--- config.mk ---
export PLATFORM = sky130hd
export DESIGN_NAME = liuarm_regs
export DESIGN_NICKNAME = d
export VERILOG_FILES = /design/src/logic/liuarm_pkg.sv /design/src/logic/liuarm_regs.sv
export SDC_FILE = /design/constraint.sdc
export NUM_CORES = 1
export LEC_CHECK = 0
export BUFFER_PORTS_ARGS = -buffer_cell sky130_fd_sc_hd__buf_2
export CORE_ASPECT_RATIO = 1.75
export CORE_MARGIN = 1.5
export CORE_UTILIZATION = 53
export CTS_BUF_LIST = sky130_fd_sc_hd__clkbuf_16
export DETAILED_ROUTE_END_ITERATION = 8
export PLACE_DENSITY = 0.77
export SYNTH_ARGS = -nofsm -noshare
export SYNTH_HDL_FRONTEND = slang
export SYNTH_SLANG_ARGS = --single-unit
--- constraint.sdc ---
create_clock -name pclk -period 2.67 [get_ports pclk]
set_input_delay 0.1335 -clock pclk [delete_from_list [all_inputs] [get_ports pclk]]
set_output_delay 0.1335 -clock pclk [all_outputs]
set_load 0.02 [all_outputs]
--- src/logic/liuarm_pkg.sv ---
// Notes on behaviour
// - Per channel, signal-absent status reads one while loss is seen.
// - Per channel, driver-fault status reads one during a driver fault.
// - Signal-absent enable bits let status changes raise an interrupt.
// - Driver-fault enable bits let status changes raise an interrupt.
// - Signal-absent event bit latches on either edge, clears on read.
// - Signal-absent event latching is qualified by its enable bit.
// - Driver-fault event bit latches on either edge, clears on read.
// - Driver-fault event latching is qualified by its enable bit.
// - Any lower reset write: channels 1-8 at defaults at least 1 us.
// - Any upper reset write: channels 9-16 at defaults at least 1 us.
// - Soft reset registers always read back as zero.
// - Direction bit set moves the group tester to the system side.
// - System side, master select: master clock unless tx select set.
// - System side, transmit select: transmit clock, overriding master.
// - Neither select bit set: tester runs on recovered receive clock.
// - Monitor select: top bit tx/rx, low code 0 none, 1-7 channels 2-8.
// - First lower receiver monitors the chosen line of channels 2-8.
// - Ninth receiver monitors chosen line of channels 10-16.
package liuarm_pkg;
  // Register indices; byte address is four times the index
  localparam logic [5:0] IDX_SIG_ABS_STAT_LO = 6'h04;
  localparam logic [5:0] IDX_DRV_FLT_STAT_LO = 6'h05;
  localparam logic [5:0] IDX_SIG_ABS_IE_LO   = 6'h06;
  localparam logic [5:0] IDX_DRV_FLT_IE_LO   = 6'h07;
  localparam logic [5:0] IDX_SIG_ABS_IS_LO   = 6'h08;
  localparam logic [5:0] IDX_DRV_FLT_IS_LO   = 6'h09;
  localparam logic [5:0] IDX_SOFT_RST_LO     = 6'h0A;
  localparam logic [5:0] IDX_TST_MON_LO      = 6'h0B;
  localparam logic [5:0] IDX_BANK_PTR_LO     = 6'h1F;
  localparam logic [5:0] IDX_SIG_ABS_STAT_HI = 6'h24;
  localparam logic [5:0] IDX_DRV_FLT_STAT_HI = 6'h25;
  localparam logic [5:0] IDX_SIG_ABS_IE_HI   = 6'h26;
  localparam logic [5:0] IDX_DRV_FLT_IE_HI   = 6'h27;
  localparam logic [5:0] IDX_SIG_ABS_IS_HI   = 6'h28;
  localparam logic [5:0] IDX_DRV_FLT_IS_HI   = 6'h29;
  localparam logic [5:0] IDX_SOFT_RST_HI     = 6'h2A;
  localparam logic [5:0] IDX_TST_MON_HI      = 6'h2B;
  localparam logic [5:0] IDX_BANK_PTR_HI     = 6'h3F;
  // Control register fields
  localparam int unsigned TST_DIR_BIT  = 7;
  localparam int unsigned TST_MCLK_BIT = 6;
  localparam int unsigned TST_SYSTEM_TRANSMIT_CLOCK_BIT = 5;
  localparam int unsigned MON_TX_BIT   = 3;
  localparam logic [7:0]  TST_MON_MASK = 8'hEF;
  localparam logic [7:0]  REG_RESET    = 8'h00;
  // Soft reset timing
  localparam int unsigned CLK_PERIOD_PS     = 5000;
  localparam int unsigned SOFT_RESET_MIN_US = 1;
  localparam int unsigned SOFT_RESET_CYCLES =
    (SOFT_RESET_MIN_US * 1000 * 1000 + CLK_PERIOD_PS - 1) / CLK_PERIOD_PS;
  localparam logic [7:0]  SRST_LOAD = 8'(SOFT_RESET_CYCLES);
  // Tester clock source
  typedef enum logic [1:0] {
    LIUARM_CLK_RECOVERED = 2'b00,
    LIUARM_CLK_MASTER    = 2'b01,
    LIUARM_CLK_TRANSMIT  = 2'b10
  } liuarm_clk_t;
  // Bus slave phase
  typedef enum logic [0:0] {
    LIUARM_IDLE   = 1'b0,
    LIUARM_ANSWER = 1'b1
  } liuarm_phase_t;
endpackage

--- src/logic/liuarm_regs.sv ---
// The APB slave port was decided locally.
`timescale 1ns/1ps
module liuarm_regs import liuarm_pkg::*; (
  input  wire logic              pclk,
  input  wire logic              presetn,
  input  wire logic              psel,
  input  wire logic              penable,
  input  wire logic              pwrite,
  input  wire logic [7:0]        paddr,
  input  wire logic [31:0]       pwdata,
  output logic [31:0]            prdata,
  output logic                   pready,
  output logic                   pslverr,
  input  wire logic [15:0]       signal_absent_in,
  input  wire logic [15:0]       driver_fault_in,
  output logic                   irq,
  output logic [1:0]             soft_reset_active,
  output logic [1:0]             tester_system_side,
  output liuarm_clk_t [1:0]      tester_clock_source,
  output logic [1:0]             monitor_transmitter,
  output logic [1:0][7:0]        monitor_route
);

  typedef struct packed {
    logic [15:0]           sa_s1;
    logic [15:0]           sa_s2;
    logic [15:0]           sa_s3;
    logic [15:0]           sa_filt;
    logic [15:0]           df_s1;
    logic [15:0]           df_s2;
    logic [15:0]           df_s3;
    logic [15:0]           df_filt;
    logic [1:0][7:0]       sa_ie;
    logic [1:0][7:0]       df_ie;
    logic [1:0][7:0]       sa_is;
    logic [1:0][7:0]       df_is;
    logic [1:0][7:0]       ctrl;
    logic [1:0][7:0]       rst_cnt;
    logic [7:0]            bank_ptr;
    liuarm_phase_t         phase;
    logic                  pready;
    logic                  pslverr;
    logic [31:0]           prdata;
    logic                  irq;
    logic [1:0]            srst;
    logic [1:0]            tdir;
    liuarm_clk_t [1:0]     system_transmit_clock;
    logic [1:0]            mon_tx;
    logic [1:0][7:0]       mon_route;
  } liuarm_state_t;

  liuarm_state_t st;
  liuarm_state_t next_st;

  logic [15:0] chg_sa;
  logic [15:0] chg_df;
  logic        acc_done;
  logic [5:0]  idx;
  logic        grp;
  logic [7:0]  rd_val;
  logic        rd_ok;
  logic [2:0]  mon_code;

  // Register read decode, low five bits pick the register, bit 5 the group
  always_comb begin
    idx    = paddr[7:2];
    grp    = idx[5];
    rd_val = 8'h00;
    rd_ok  = 1'b1;
    case (idx[4:0])
      IDX_SIG_ABS_STAT_LO[4:0]: begin
        rd_val = st.sa_filt[grp*8 +: 8];
      end
      IDX_DRV_FLT_STAT_LO[4:0]: begin
        rd_val = st.df_filt[grp*8 +: 8];
      end
      IDX_SIG_ABS_IE_LO[4:0]: begin
        rd_val = st.sa_ie[grp];
      end
      IDX_DRV_FLT_IE_LO[4:0]: begin
        rd_val = st.df_ie[grp];
      end
      IDX_SIG_ABS_IS_LO[4:0]: begin
        rd_val = st.sa_is[grp];
      end
      IDX_DRV_FLT_IS_LO[4:0]: begin
        rd_val = st.df_is[grp];
      end
      IDX_SOFT_RST_LO[4:0]: begin
        rd_val = 8'h00;
      end
      IDX_TST_MON_LO[4:0]: begin
        rd_val = st.ctrl[grp];
      end
      IDX_BANK_PTR_LO[4:0]: begin
        rd_val = st.bank_ptr;
      end
      default: begin
        rd_ok = 1'b0;
      end
    endcase
    // Other banks selected: only the pointer answers
    if (st.bank_ptr != 8'h00 && idx[4:0] != IDX_BANK_PTR_LO[4:0]) begin
      rd_val = 8'h00;
    end
  end

  // Next-state logic
  always_comb begin
    next_st  = st;
    acc_done = psel && penable && st.pready;
    mon_code = 3'b000;
    // Pin synchronisers
    next_st.sa_s1 = signal_absent_in;
    next_st.sa_s2 = st.sa_s1;
    next_st.sa_s3 = st.sa_s2;
    next_st.df_s1 = driver_fault_in;
    next_st.df_s2 = st.df_s1;
    next_st.df_s3 = st.df_s2;
    // status follows once stages two and three agree
    next_st.sa_filt = (st.sa_filt & (st.sa_s2 ^ st.sa_s3))
                    | (st.sa_s3 & ~(st.sa_s2 ^ st.sa_s3));
    next_st.df_filt = (st.df_filt & (st.df_s2 ^ st.df_s3))
                    | (st.df_s3 & ~(st.df_s2 ^ st.df_s3));
    chg_sa = next_st.sa_filt ^ st.sa_filt;
    chg_df = next_st.df_filt ^ st.df_filt;

    // Bus slave: one wait state, answer presented in second access cycle
    next_st.pready  = 1'b0;
    next_st.pslverr = 1'b0;
    next_st.prdata  = 32'h0000_0000;
    next_st.phase   = LIUARM_IDLE;
    if (st.phase == LIUARM_IDLE && psel && penable) begin
      next_st.phase   = LIUARM_ANSWER;
      next_st.pready  = 1'b1;
      next_st.pslverr = ~rd_ok;
      next_st.prdata  = pwrite ? 32'h0000_0000 : {24'h000000, rd_val};
    end

    // Accesses take effect at the completing edge
    if (acc_done && !st.pslverr) begin
      if (pwrite) begin
        if (idx[4:0] == IDX_BANK_PTR_LO[4:0]) begin
          next_st.bank_ptr = pwdata[7:0];
        end else if (st.bank_ptr == 8'h00) begin
          case (idx[4:0])
            IDX_SIG_ABS_IE_LO[4:0]: begin
              next_st.sa_ie[grp] = pwdata[7:0];
            end
            IDX_DRV_FLT_IE_LO[4:0]: begin
              next_st.df_ie[grp] = pwdata[7:0];
            end
            IDX_SOFT_RST_LO[4:0]: begin
              next_st.rst_cnt[grp] = SRST_LOAD;
            end
            IDX_TST_MON_LO[4:0]: begin
              next_st.ctrl[grp] = pwdata[7:0] & TST_MON_MASK;
            end
            default: begin
            end
          endcase
        end
      end else if (st.bank_ptr == 8'h00) begin
        // clear only bits that were returned
        if (idx[4:0] == IDX_SIG_ABS_IS_LO[4:0]) begin
          next_st.sa_is[grp] = st.sa_is[grp] & ~st.prdata[7:0];
        end
        if (idx[4:0] == IDX_DRV_FLT_IS_LO[4:0]) begin
          next_st.df_is[grp] = st.df_is[grp] & ~st.prdata[7:0];
        end
      end
    end

    // enabled edges latch, set beats clear
    next_st.sa_is = next_st.sa_is | (chg_sa & st.sa_ie);
    next_st.df_is = next_st.df_is | (chg_df & st.df_ie);

    // Group soft reset countdown and forcing to defaults
    for (int g = 0; g < 2; g++) begin
      if (st.rst_cnt[g] != 8'h00 && next_st.rst_cnt[g] == st.rst_cnt[g]) begin
        next_st.rst_cnt[g] = st.rst_cnt[g] - 8'h01;
      end
      if (next_st.rst_cnt[g] != 8'h00) begin
        next_st.sa_ie[g] = REG_RESET;
        next_st.df_ie[g] = REG_RESET;
        next_st.sa_is[g] = REG_RESET;
        next_st.df_is[g] = REG_RESET;
        next_st.ctrl[g]  = REG_RESET;
      end
      next_st.srst[g] = next_st.rst_cnt[g] != 8'h00;
    end

    // Decoded tester and monitor controls, registered from control bits
    for (int g = 0; g < 2; g++) begin
      next_st.tdir[g] = st.ctrl[g][TST_DIR_BIT];
      if (st.ctrl[g][TST_DIR_BIT] && st.ctrl[g][TST_SYSTEM_TRANSMIT_CLOCK_BIT]) begin
        next_st.system_transmit_clock[g] = LIUARM_CLK_TRANSMIT;
      end else if (st.ctrl[g][TST_DIR_BIT] && st.ctrl[g][TST_MCLK_BIT]) begin
        next_st.system_transmit_clock[g] = LIUARM_CLK_MASTER;
      end else begin
        next_st.system_transmit_clock[g] = LIUARM_CLK_RECOVERED;
      end
      // route chosen line to first receiver
      mon_code = st.ctrl[g][2:0];
      next_st.mon_route[g] = 8'h00;
      if (mon_code != 3'b000) begin
        next_st.mon_route[g][mon_code] = 1'b1;
      end
      next_st.mon_tx[g] = st.ctrl[g][MON_TX_BIT] && (mon_code != 3'b000);
    end

    // interrupt while any event bit stands
    next_st.irq = (|next_st.sa_is) || (|next_st.df_is);
  end

  // State register
  always_ff @(posedge pclk or negedge presetn) begin
    if (!presetn) begin
      st <= '0;
    end else begin
      st <= next_st;
    end
  end

  // Outputs straight from state
  assign prdata              = st.prdata;
  assign pready              = st.pready;
  assign pslverr             = st.pslverr;
  assign irq                 = st.irq;
  assign soft_reset_active   = st.srst;
  assign tester_system_side  = st.tdir;
  assign tester_clock_source = st.system_transmit_clock;
  assign monitor_transmitter = st.mon_tx;
  assign monitor_route       = st.mon_route;
endmodule

After elaboration in Yosys (flattened, before gate mapping)
Index checks and enable logic that the tools add are counted.
{ "word_totals": {"reg_bits": 294, "output_inout_bits": 61} }
{ "classes": {"addsub": 2, "eq_ne": 14, "shifts": 2, "reduce_logical": 49, "mux": 60, "n_bitwise": 24, "n_lt_le_gt_ge": 6} }
{ "op_table": {"columns": ["cell", "count"], "rows": [
  ["32-bit 2-to-1 mux", 7],
  ["8-bit 2-to-1 mux", 28],
  ["104-bit 2-to-1 mux", 1],
  ["16-bit AND", 6],
  ["16-bit 2-to-1 mux", 6],
  ["16-bit bitwise mux", 5],
  ["16-bit bitwise OR", 4],
  ["8-bit case mux with 8 select lines", 1],
  ["16-bit bitwise XOR", 4],
  ["40-bit 2-to-1 mux", 1],
  ["8-bit nonzero test", 5],
  ["35-bit 2-to-1 mux", 1],
  ["16-bit inverter", 2],
  ["16-bit OR reduction", 2],
  ["16-bit by 5-bit variable part select with 8-bit output", 2],
  ["5-bit AND reduction", 6],
  ["2-bit nonzero test", 12],
  ["5-bit by 3-bit == test with 1-bit output (second input constant)", 4],
  ["5-bit by 4-bit == test with 1-bit output (second input constant)", 4],
  ["1-bit logical AND", 17],
  ["8-bit AND", 2],
  ["8-bit == test", 2],
  ["8-bit by 1-bit subtractor with 8-bit output (second input constant)", 2],
  ["10-bit AND", 1],
  ["21 further kinds", 32]
]} }

Depth between registers and ports, before layout
Gate-level depths: netlist of run 1.
{ "depth": {"depth_word": 18, "ltp_mapped": 12} }

Least setup slack after synthesis of run 1
OpenSTA, ideal clock, no wires.
{ "synth_timing": {"kind": "register -> register", "startpoint": "register st[78] (netlist bit)", "endpoint": "register st (netlist bit irq)", "t_arrival_ns": 2.646, "required_ns": 2.587, "path_buffers": 2, "setup_time_ns": 0.083, "path_stages_with_launch": 12, "slack_ns": -0.059, "synth_period_minus_slack_ns": 2.729, "cell_sequence": "dfrtp_1 > inv_1 > ha_1 > or3b_4 > nor3_4 > nand2_2 > a211o_1 > a21o_1 > or4b_1 > clkbuf_1 > buf_6 > o22ai_1"} }
{ "synth_rtl": {"columns": ["element", "line", "rtl"], "rows": [
  ["from (decl)", "liuarm_regs.sv:52", "liuarm_state_t st;"],
  ["from (signal assigned)", "liuarm_regs.sv:221", "st <= next_st;"]
]} }

==> results.md, run 1 <==
- Vias/cell: roughly 5.8
- Critical path class: reg2reg
- PnR worst setup slack: -189.9 ps
- Violated checks: negative setup slack
- WP data arrival: about 3300 ps
- GR Overflow Total: 0
- Period utilization: 107.1%
- Setup Viol. Count Final: 40
- Top-area cell type share of the netlist area: a little under three fifths
- Worst Setup End Kind: flip-flop
- Iteration-0 DRC Markers: roughly 800
- Gate Count Post-Synth: 1016
- Vias in the first global route: 8665
- Synth area leaders: dfrtp_1 58%, buf_4 3.8%, nor2_1 3.1%
- Yosys warns: 0
- RR Startpoint: st[65]
- Sequential power share: around half
- Final clock skew: about 16 ps
- Hold Crit Endpoint: st[88]
- Core area: 0.02150 mm^2
- Initial core utilization: a little over half
- Fin nets: between 1000 and 1500
- Rows: between 70 and 80
- Clock H-tree levels: 1
- Fraction of layout cells with a size suffix above 1: between 20 and 30%
- Slew Limit Fails: 0
- Crit start category: flip-flop
- Hpwl dp: between 15000 and 20000 um
- HP Class: in2reg
- 1st-pass router iterations: 5
- First-pass GRT wire length: between 40000 and 50000 um
- Leakage: approximately 6.5 nW
- Largest net degree at the start of global routing: 80
- Post-synth EDFFs: 0
- Cell Count, Final, Fillers Out: roughly 1500
- CTS Buffer Depth: 3
- WP data required: just over 3000 ps
- Clock Root Buffer: clkbuf_16
- Reg2reg path depth: 8
- Int Pwr: between 6 and 7 mW
- Logic pwr share: between 10% and 20%
- Drt wl/cell: 20.28 um
- WHS Path Cells: 3
- Inst Count DP: roughly 1400
- Synthesis-to-layout area growth: 24.74%
- Status: finished with violations
- Largest area contributor in the synthesized netlist: dfrtp_1
- I/O Pins: around 140
- Clock Power Share: around 39%
- Clk sinks: ~270
- Chip height: ~200 um
- Async SR Flop Fraction: between 90% and 100%
- Syn Area/Cell: ~11 um^2
- Power Density: roughly 640 mW/mm^2
- Clk_lat worst skew: 530 ps
- Slew @ Worst Pin: approximately 750 ps
- Relative slew slack: between 40% and 50%
- Final core occ: around 67%
- GP Congestion: around 0.94
- Mapped Area: roughly 0.012 mm^2
- DRC violation count after routing: 0
- Reg2reg setup slack: -190 ps
- Clk pin slew, worst setup/hold paths: ~70 ps
- Tmin final: 2860 ps
- TritonCTS buffer count: 25
- Yosys cell types: 71
- Peak supply drop: ~0.56 mV
- Switching portion of total power: 25.30%
- RSZ-0062 raised after global routing: true
- Die area: between 0.02 and 0.025 mm^2
- Max frequency: roughly 350 MHz
- Detailed Route WL: 30660 um
- Die Span X: ~110 um
- Input/output buffers: 87
- All-Layer GR Usage: a little over a quarter
- Worst Hold Launch: pwdata[2]
- Yosys reg bits: ~270
- Switching pwr: about 2.3 mW
- Seq/Total Area, Yosys: around 58%
- Maxcap violations: 0
- Vias: 8795
- RR Endpoint: irq
- Maximum fanout along the worst path: 4
- Fin. Hold Viols: 0
- Dominant synthesized flop cell: dfrtp_1
- ANT cells: 0
- TritonCTS clock tree: yes
- Initial antenna violation count: 0
- Final ANT Viol Nets: 0
## cell families after synthesis
| logic type | count (synthesis) | synth area share [%] |
|---|---|---|
| AOI/OAI and AO/OA | 202 | 10.69 |
| and+or+nand+nor | 339 | 16.43 |
| other | 1 | 0.03232 |
| muxes | 73 | 7.495 |
| DFF | 267 | 57.59 |
| xor gates and xnor gates | 3 | 0.2265 |
| buffers and inverters | 108 | 5.511 |
| adders and majority gates | 23 | 2.027 |
## power groups by stage
stage / Combinational (mW) / Sequential [mW] / Clock (mW)
global route: 1.17 / 4.57 / 3.80
floorplan: 0.553 / 4.55 / 0
CTS: 0.953 / 4.53 / 3.65
global placement: 0.876 / 4.58 / 0
detailed placement: 0.893 / 4.60 / 0
finish: 1.07 / 4.54 / 3.59
## how the worst max path moves through the flow
stage / from / to / slack (ps) / depth (start not counted)
after global placement: st[69] / irq / -190 / 8
after CTS: st[65] / irq / -140 / 8
final: st[65] / irq / -190 / 8
after detailed placement: st[69] / irq / -210 / 8
after global routing: st[64] / irq / -280 / 11
after floorplan: st[78] / irq / -60 / 11
## worst max-delay path, stage by stage (launching register included)
cell and delay [ps]:
dfrtp_1 380, or4_4 570, or4_4 590, a221oi_4 330, and4_1 250, nand4_1 120
nor4_2 260, buf_4 160, o22ai_1 80
## flip-flops by register name, summed over array words and instances (netlist names)
name	count
next_st	66
monitor_route	16
prdata	8
tester_clock_source	4
monitor_transmitter	2
pslverr	1
irq	1
tester_system_side	2
soft_reset_active	2
st	162
mon_code	3
## through the flow
stage | hold WS (ps) | area [um^2] | TNS (ps) | setup slack (ps) | total power, mW
3_5_place_dp | 169.8 | 12650 | -1292 | -214.5 | 5.491
2_1_floorplan | -162.1 | 11710 | -1680 | -59.03 | 5.101
5_1_grt | 23.45 | 14470 | -6574 | -281.5 | 9.542
6_report | 19.34 | 14470 | -1818 | -189.9 | 9.196
4_1_cts | 8.131 | 13990 | -165.8 | -142.6 | 9.134
3_3_place_gp | 166.5 | 12650 | -477.1 | -185.3 | 5.460
## repair_timing
item	4_1_cts	5_1_grt
cloned	1	8
hold buffers	43	0
setup buffers	0	6
gates resized for setup	15	72
setup endpoints to repair	40	80
pin swaps	5	10
hold endpoints to repair	129	0
## cell usage in the layout (no fill, tap or decap), types with 5 or more instances in the layout
| master | instances |
|---|---|
| nor2_2 | 18 |
| a22oi_1 | 8 |
| o21ai_0 | 56 |
| mux4_2 | 8 |
| a21oi_1 | 35 |
| buf_2 | 86 |
| dlygate4sd3_1 | 43 |
| conb_1 | 26 |
| nand3_1 | 31 |
| clkbuf_16 | 30 |
| inv_1 | 13 |
| buf_4 | 89 |
| a31oi_1 | 8 |
| buf_12 | 7 |
| nand2_1 | 67 |
| nor3b_1 | 16 |
| or4_4 | 6 |
| a21boi_0 | 6 |
| nor2_1 | 76 |
| nand4b_1 | 7 |
| nor3_1 | 6 |
| and4b_1 | 8 |
| mux2_2 | 31 |
| nor2b_1 | 10 |
| a21oi_2 | 32 |
| nand2b_1 | 14 |
| a221oi_1 | 8 |
| maj3_1 | 21 |
| dfrtp_1 | 267 |
| nand4_1 | 10 |
| a22o_1 | 5 |
| and3b_1 | 14 |
| nand3b_1 | 12 |
| clkinv_1 | 5 |
| mux2i_1 | 34 |
## layout make-up
cell class	count	area [um^2]
Clock buffer	25	625.6
Clock inverter	18	190.2
Tap cell	292	365.4
Fill cell	1636	7025
Sequential cell	267	6681
Timing Repair Buffer	235	1874
Inverter	9	33.78
Multi-Input combinational cell	666	4702
## cell usage after synthesis (all sizes together), types with 5 or more instances
master	n
nand4b	7
a21boi	6
mux2i	34
and3b	14
inv	9
nor3b	16
a22o	5
o21ai	62
dfrtp	267
a31oi	9
nand2b	14
a21oi	67
buf	72
nor2b	13
clkbuf	27
nand3b	12
nand4	10
nand3	32
mux4	8
nor4	8
a221oi	11
nand2	68
and4b	8
or4	8
nor3	9
mux2	31
maj3	21
a22oi	8
nor2	96
## metal layers
layer	part of all wire, %	GRT usage (%)	vias to the layer above
met1	38	31.36	4332
li1	-	-	3961
met5	0	0	-
met2	50	45.97	389
met4	6.2	14.68	0
met3	6.2	4.022	113
Power figures use the tool's default switching activity.
==> inputs of run 2 (changes only) <==
--- a/config.mk
+++ b/config.mk
@@ -5,6 +5,7 @@
 export SDC_FILE = /design/constraint.sdc
 export NUM_CORES = 1
 export LEC_CHECK = 0
+export ABC_AREA = 1
 export BUFFER_PORTS_ARGS = -buffer_cell sky130_fd_sc_hd__buf_2
 export CORE_ASPECT_RATIO = 1.75
 export CORE_MARGIN = 1.5
==> run 2 against run 1 <==
  * Clock-buffer cell count unchanged
  * Sequential cell count unchanged
  * Combinational power up 21%
  * Final area down 5.9%
  * The flow now finishes without violations
  * Cell count up 13%
  * Total power down 0.55%
  * Die area down 1.0%
  * Fmax up 8.5%
  * Hold slack better by 35 ps
  * Clock skew up 9.6 ps
==> results.md, run 2 <==
- Post-synth EDFFs: 0 (unchanged)
- Period utilization: 98.72% (-8.4 points)
- Hold_ws: 54.21 ps (+34.87 ps)
- Largest net degree at the start of global routing: 87 (+8.8%)
- Slew Limit Fails: 0 (unchanged)
- Reg2reg setup slack: 30 ps (+220 ps)
- Peak supply drop: 0.4526 mV (-20%)
- Core area: 0.02141 mm^2 (-0.41%)
- Final ANT Viol Nets: 0 (unchanged)
- DRC violation count after routing: 0 (unchanged)
- Vias/cell: 5.429 (-6.7%)
- Largest area contributor in the synthesized netlist: dfrtp_1
- CTS Buffer Depth: 3 (unchanged)
- Tmin final: 2636 ps (-223.9 ps)
- Final clock skew: 25.26 ps (+9.647 ps)
- Vias in the first global route: 9288 (+7.2%)
- TritonCTS buffer count: 25 (unchanged)
- Gate Count Post-Synth: 1254 (+23%)
- All-Layer GR Usage: 27.26% (+0.71 points)
- Input/output buffers: 87 (unchanged)
- GP Congestion: 0.9911 (+5.6%)
- Reg2reg path depth: 17 (+9)
- Clk sinks: 267 (unchanged)
- WHS Path Cells: 3 (unchanged)
- 1st-pass router iterations: 5 (unchanged)
- Rows: 71 (unchanged)
- Die Span X: 114.3 um (-0.52%)
- Yosys reg bits: 267 (unchanged)
- Slew @ Worst Pin: 761.2 ps (+7.818 ps)
- Mapped Area: 0.01148 mm^2 (-1.1%)
- RR Endpoint: irq
- Most flop-heavy register: st
- Power Density: 671.9 mW/mm^2 (+5.7%)
- TritonCTS clock tree: yes
- Synthesis-to-layout area growth: 18.57%
- Switching portion of total power: 28.23% (+2.9 points)
- ANT cells: 0 (unchanged)
- Yosys cell types: 46 (-35%)
- Clock Power Share: 36.5% (-2.5 points)
- Maxcap violations: 0 (unchanged)
- Vias: 9311 (+5.9%)
- Hold Crit Endpoint: st[68]
- Leading cell type in the layout, fill and taps excluded: nand2_1
- Chip height: 197.7 um (-0.52%)
- Initial core utilization: 53.62% (-0.35 points)
- First-pass GRT wire length: 46790 um (+1.6%)
- Seq/Total Area, Yosys: 58.20% (+0.62 points)
- I/O Pins: 138 (unchanged)
- Status: completed
- Initial antenna violation count: 0 (unchanged)
- Int Pwr: 6.564 mW (-4.5%)
- Clk pin slew, worst setup/hold paths: 70 ps (about the same)
- Leakage: 6.809 nW (+5.5%)
- Clock Root Buffer: clkbuf_16
- Cell with the most instances after synthesis: nand2_1
- Tot Pwr: 9.145 mW (-0.55%)
- Clk_lat worst skew: 550 ps (+20 ps)
- Detailed Route WL: 30610 um (-0.15%)
- Hpwl dp: 21840 um (+9.7%)
- WP data required: 3140 ps (+60 ps)
- Clock H-tree levels: 1 (unchanged)
- Logic pwr share: 14.3% (+2.6 points)
- Relative slew slack: 49.08% (-0.36 points)
- Sequential power share: 49.2% (about the same)
- Most frequent cells in the layout: 326 x nand2_1, 267 x dfrtp_1, 114 x a21oi_1
- Synth area leaders: dfrtp_1 58%, nand2_1 11%, a21oi_1 5.0%
- Iteration-0 DRC Markers: 638 (-20%)
- Fraction of layout cells with a size suffix above 1: 16.51% (-13 points)
- Fin nets: 1484 (+16%)
- Worst Hold Launch: pwdata[6]
- Critical path class: reg2reg
- Drt wl/cell: 17.85 um (-12%)
- Fin. Hold Viols: 0 (unchanged)
- Maximum fanout along the worst path: 5 (+1)
- HP Class: in2reg
- Top-area cell type share of the netlist area: 58.20% (+0.62 points)
- Switching pwr: 2.582 mW (+11%)
- Dominant synthesized flop cell: dfrtp_1
- Setup Viol. Count Final: 0 (-100%)
- Syn Area/Cell: 9.155 um^2 (-20%)
- Max reg flops: 162 (unchanged)
- Async SR Flop Fraction: 100.0% (unchanged)
- Worst Setup End Kind: flip-flop
- Max frequency: 379.4 MHz (+8.5%)
- Yosys warns: 0 (unchanged)
- Crit start category: flip-flop
- Top post-synthesis cells by count: 330 x nand2_1, 267 x dfrtp_1, 114 x a21oi_1
- GR Overflow Total: 0 (unchanged)
- WP data arrival: 3100 ps (-170 ps)
- Die area: 0.02259 mm^2 (-1.0%)
- RR Startpoint: st[78]
-- run 2: how the worst max path moves through the flow --
stage               depth (start not counted)  endpoint     from
floorplan                                  15   st[100]  pslverr
global placement                           15   st[153]   st[70]
detailed placement                         15    st[92]   st[70]
CTS                                        15   st[100]   st[78]
global route                               17       irq   st[78]
finish                                     17       irq   st[78]
-- run 2: cells by family (layout without fill, tap and decap cells) --
logic type / Yosys count / after routing / synth area share, %
XOR/XNOR: 6 / 6 / 0.4578
flip-flops: 267 / 267 / 58.20
buffers and inverters: 184 / 327 / 7.978
multiplexers: 1 / 1 / 0.09809
other: 1 / 26 / 0.03267
AND/OR/NAND/NOR: 566 / 567 / 21.37
AO/OA/AOI/OAI: 227 / 227 / 11.64
adder cells (fa/ha/maj): 2 / 2 / 0.2179
-- run 2: area by class of cell --
type	instances	area, um^2
inverter	103	386.6
tap	292	365.4
multi-input combinational	829	4119
clock inverter	20	135.1
timing repair buffer	179	1299
sequential	267	6681
clock buffer	25	625.6
fill	1768	7797
-- run 2: repair_timing --
action / 4_1_cts / 5_1_grt
cloned: 0 / 1
setup endpoints to repair: 14 / 71
hold buffers: 40 / 0
hold endpoints to repair: 121 / 0
resized for setup: 6 / 25
buffers inserted: 0 / 15
pin swaps: 0 / 11
-- run 2: critical path: stages (launching register included) --
cell      delay [ps]
dfrtp_1          410
inv_2             80
ha_2             200
nand2_1          120
nor2_2           160
o21bai_4         160
nand2_4          100
nand2_1           70
nand2_1           80
nor2_2           140
nand3_2          110
nor2_4           190
buf_4            140
buf_4            130
o41ai_1           70
nand2_1          220
nor2_1            80
nand2_1           90
-- run 2: per-stage QoR --
stage	cells	cell area [um^2]	setup slack [ps]	TNS, ps	utilization, %
after floorplan	1279	11570	358.8	0	-
after global placement	1614	12180	20.18	0	56.90
after detailed placement	1614	12180	-36.91	-67.32	56.90
after CTS	1699	13370	-1.135	-1.135	62.45
after global routing	1715	13610	-70.77	-893.9	63.58
final	1715	13610	34.07	0	63.58
-- run 2: power by group through the flow --
stage	registers [mW]	logic [mW]	clock network [mW]
finish	4.50	1.30	3.34
global route	4.53	1.44	3.55
CTS	4.50	1.20	3.40
detailed placement	4.57	1.14	0
global placement	4.56	1.11	0
floorplan	4.51	0.793	0
-- run 2: layer usage --
layer	track usage (%)	up-vias	wire [um]
li1	-	4337	-
met1	29.47	4434	10740
met2	48.15	397	15460
met3	3.306	143	1830
met4	20.69	0	2585
met5	0	-	0
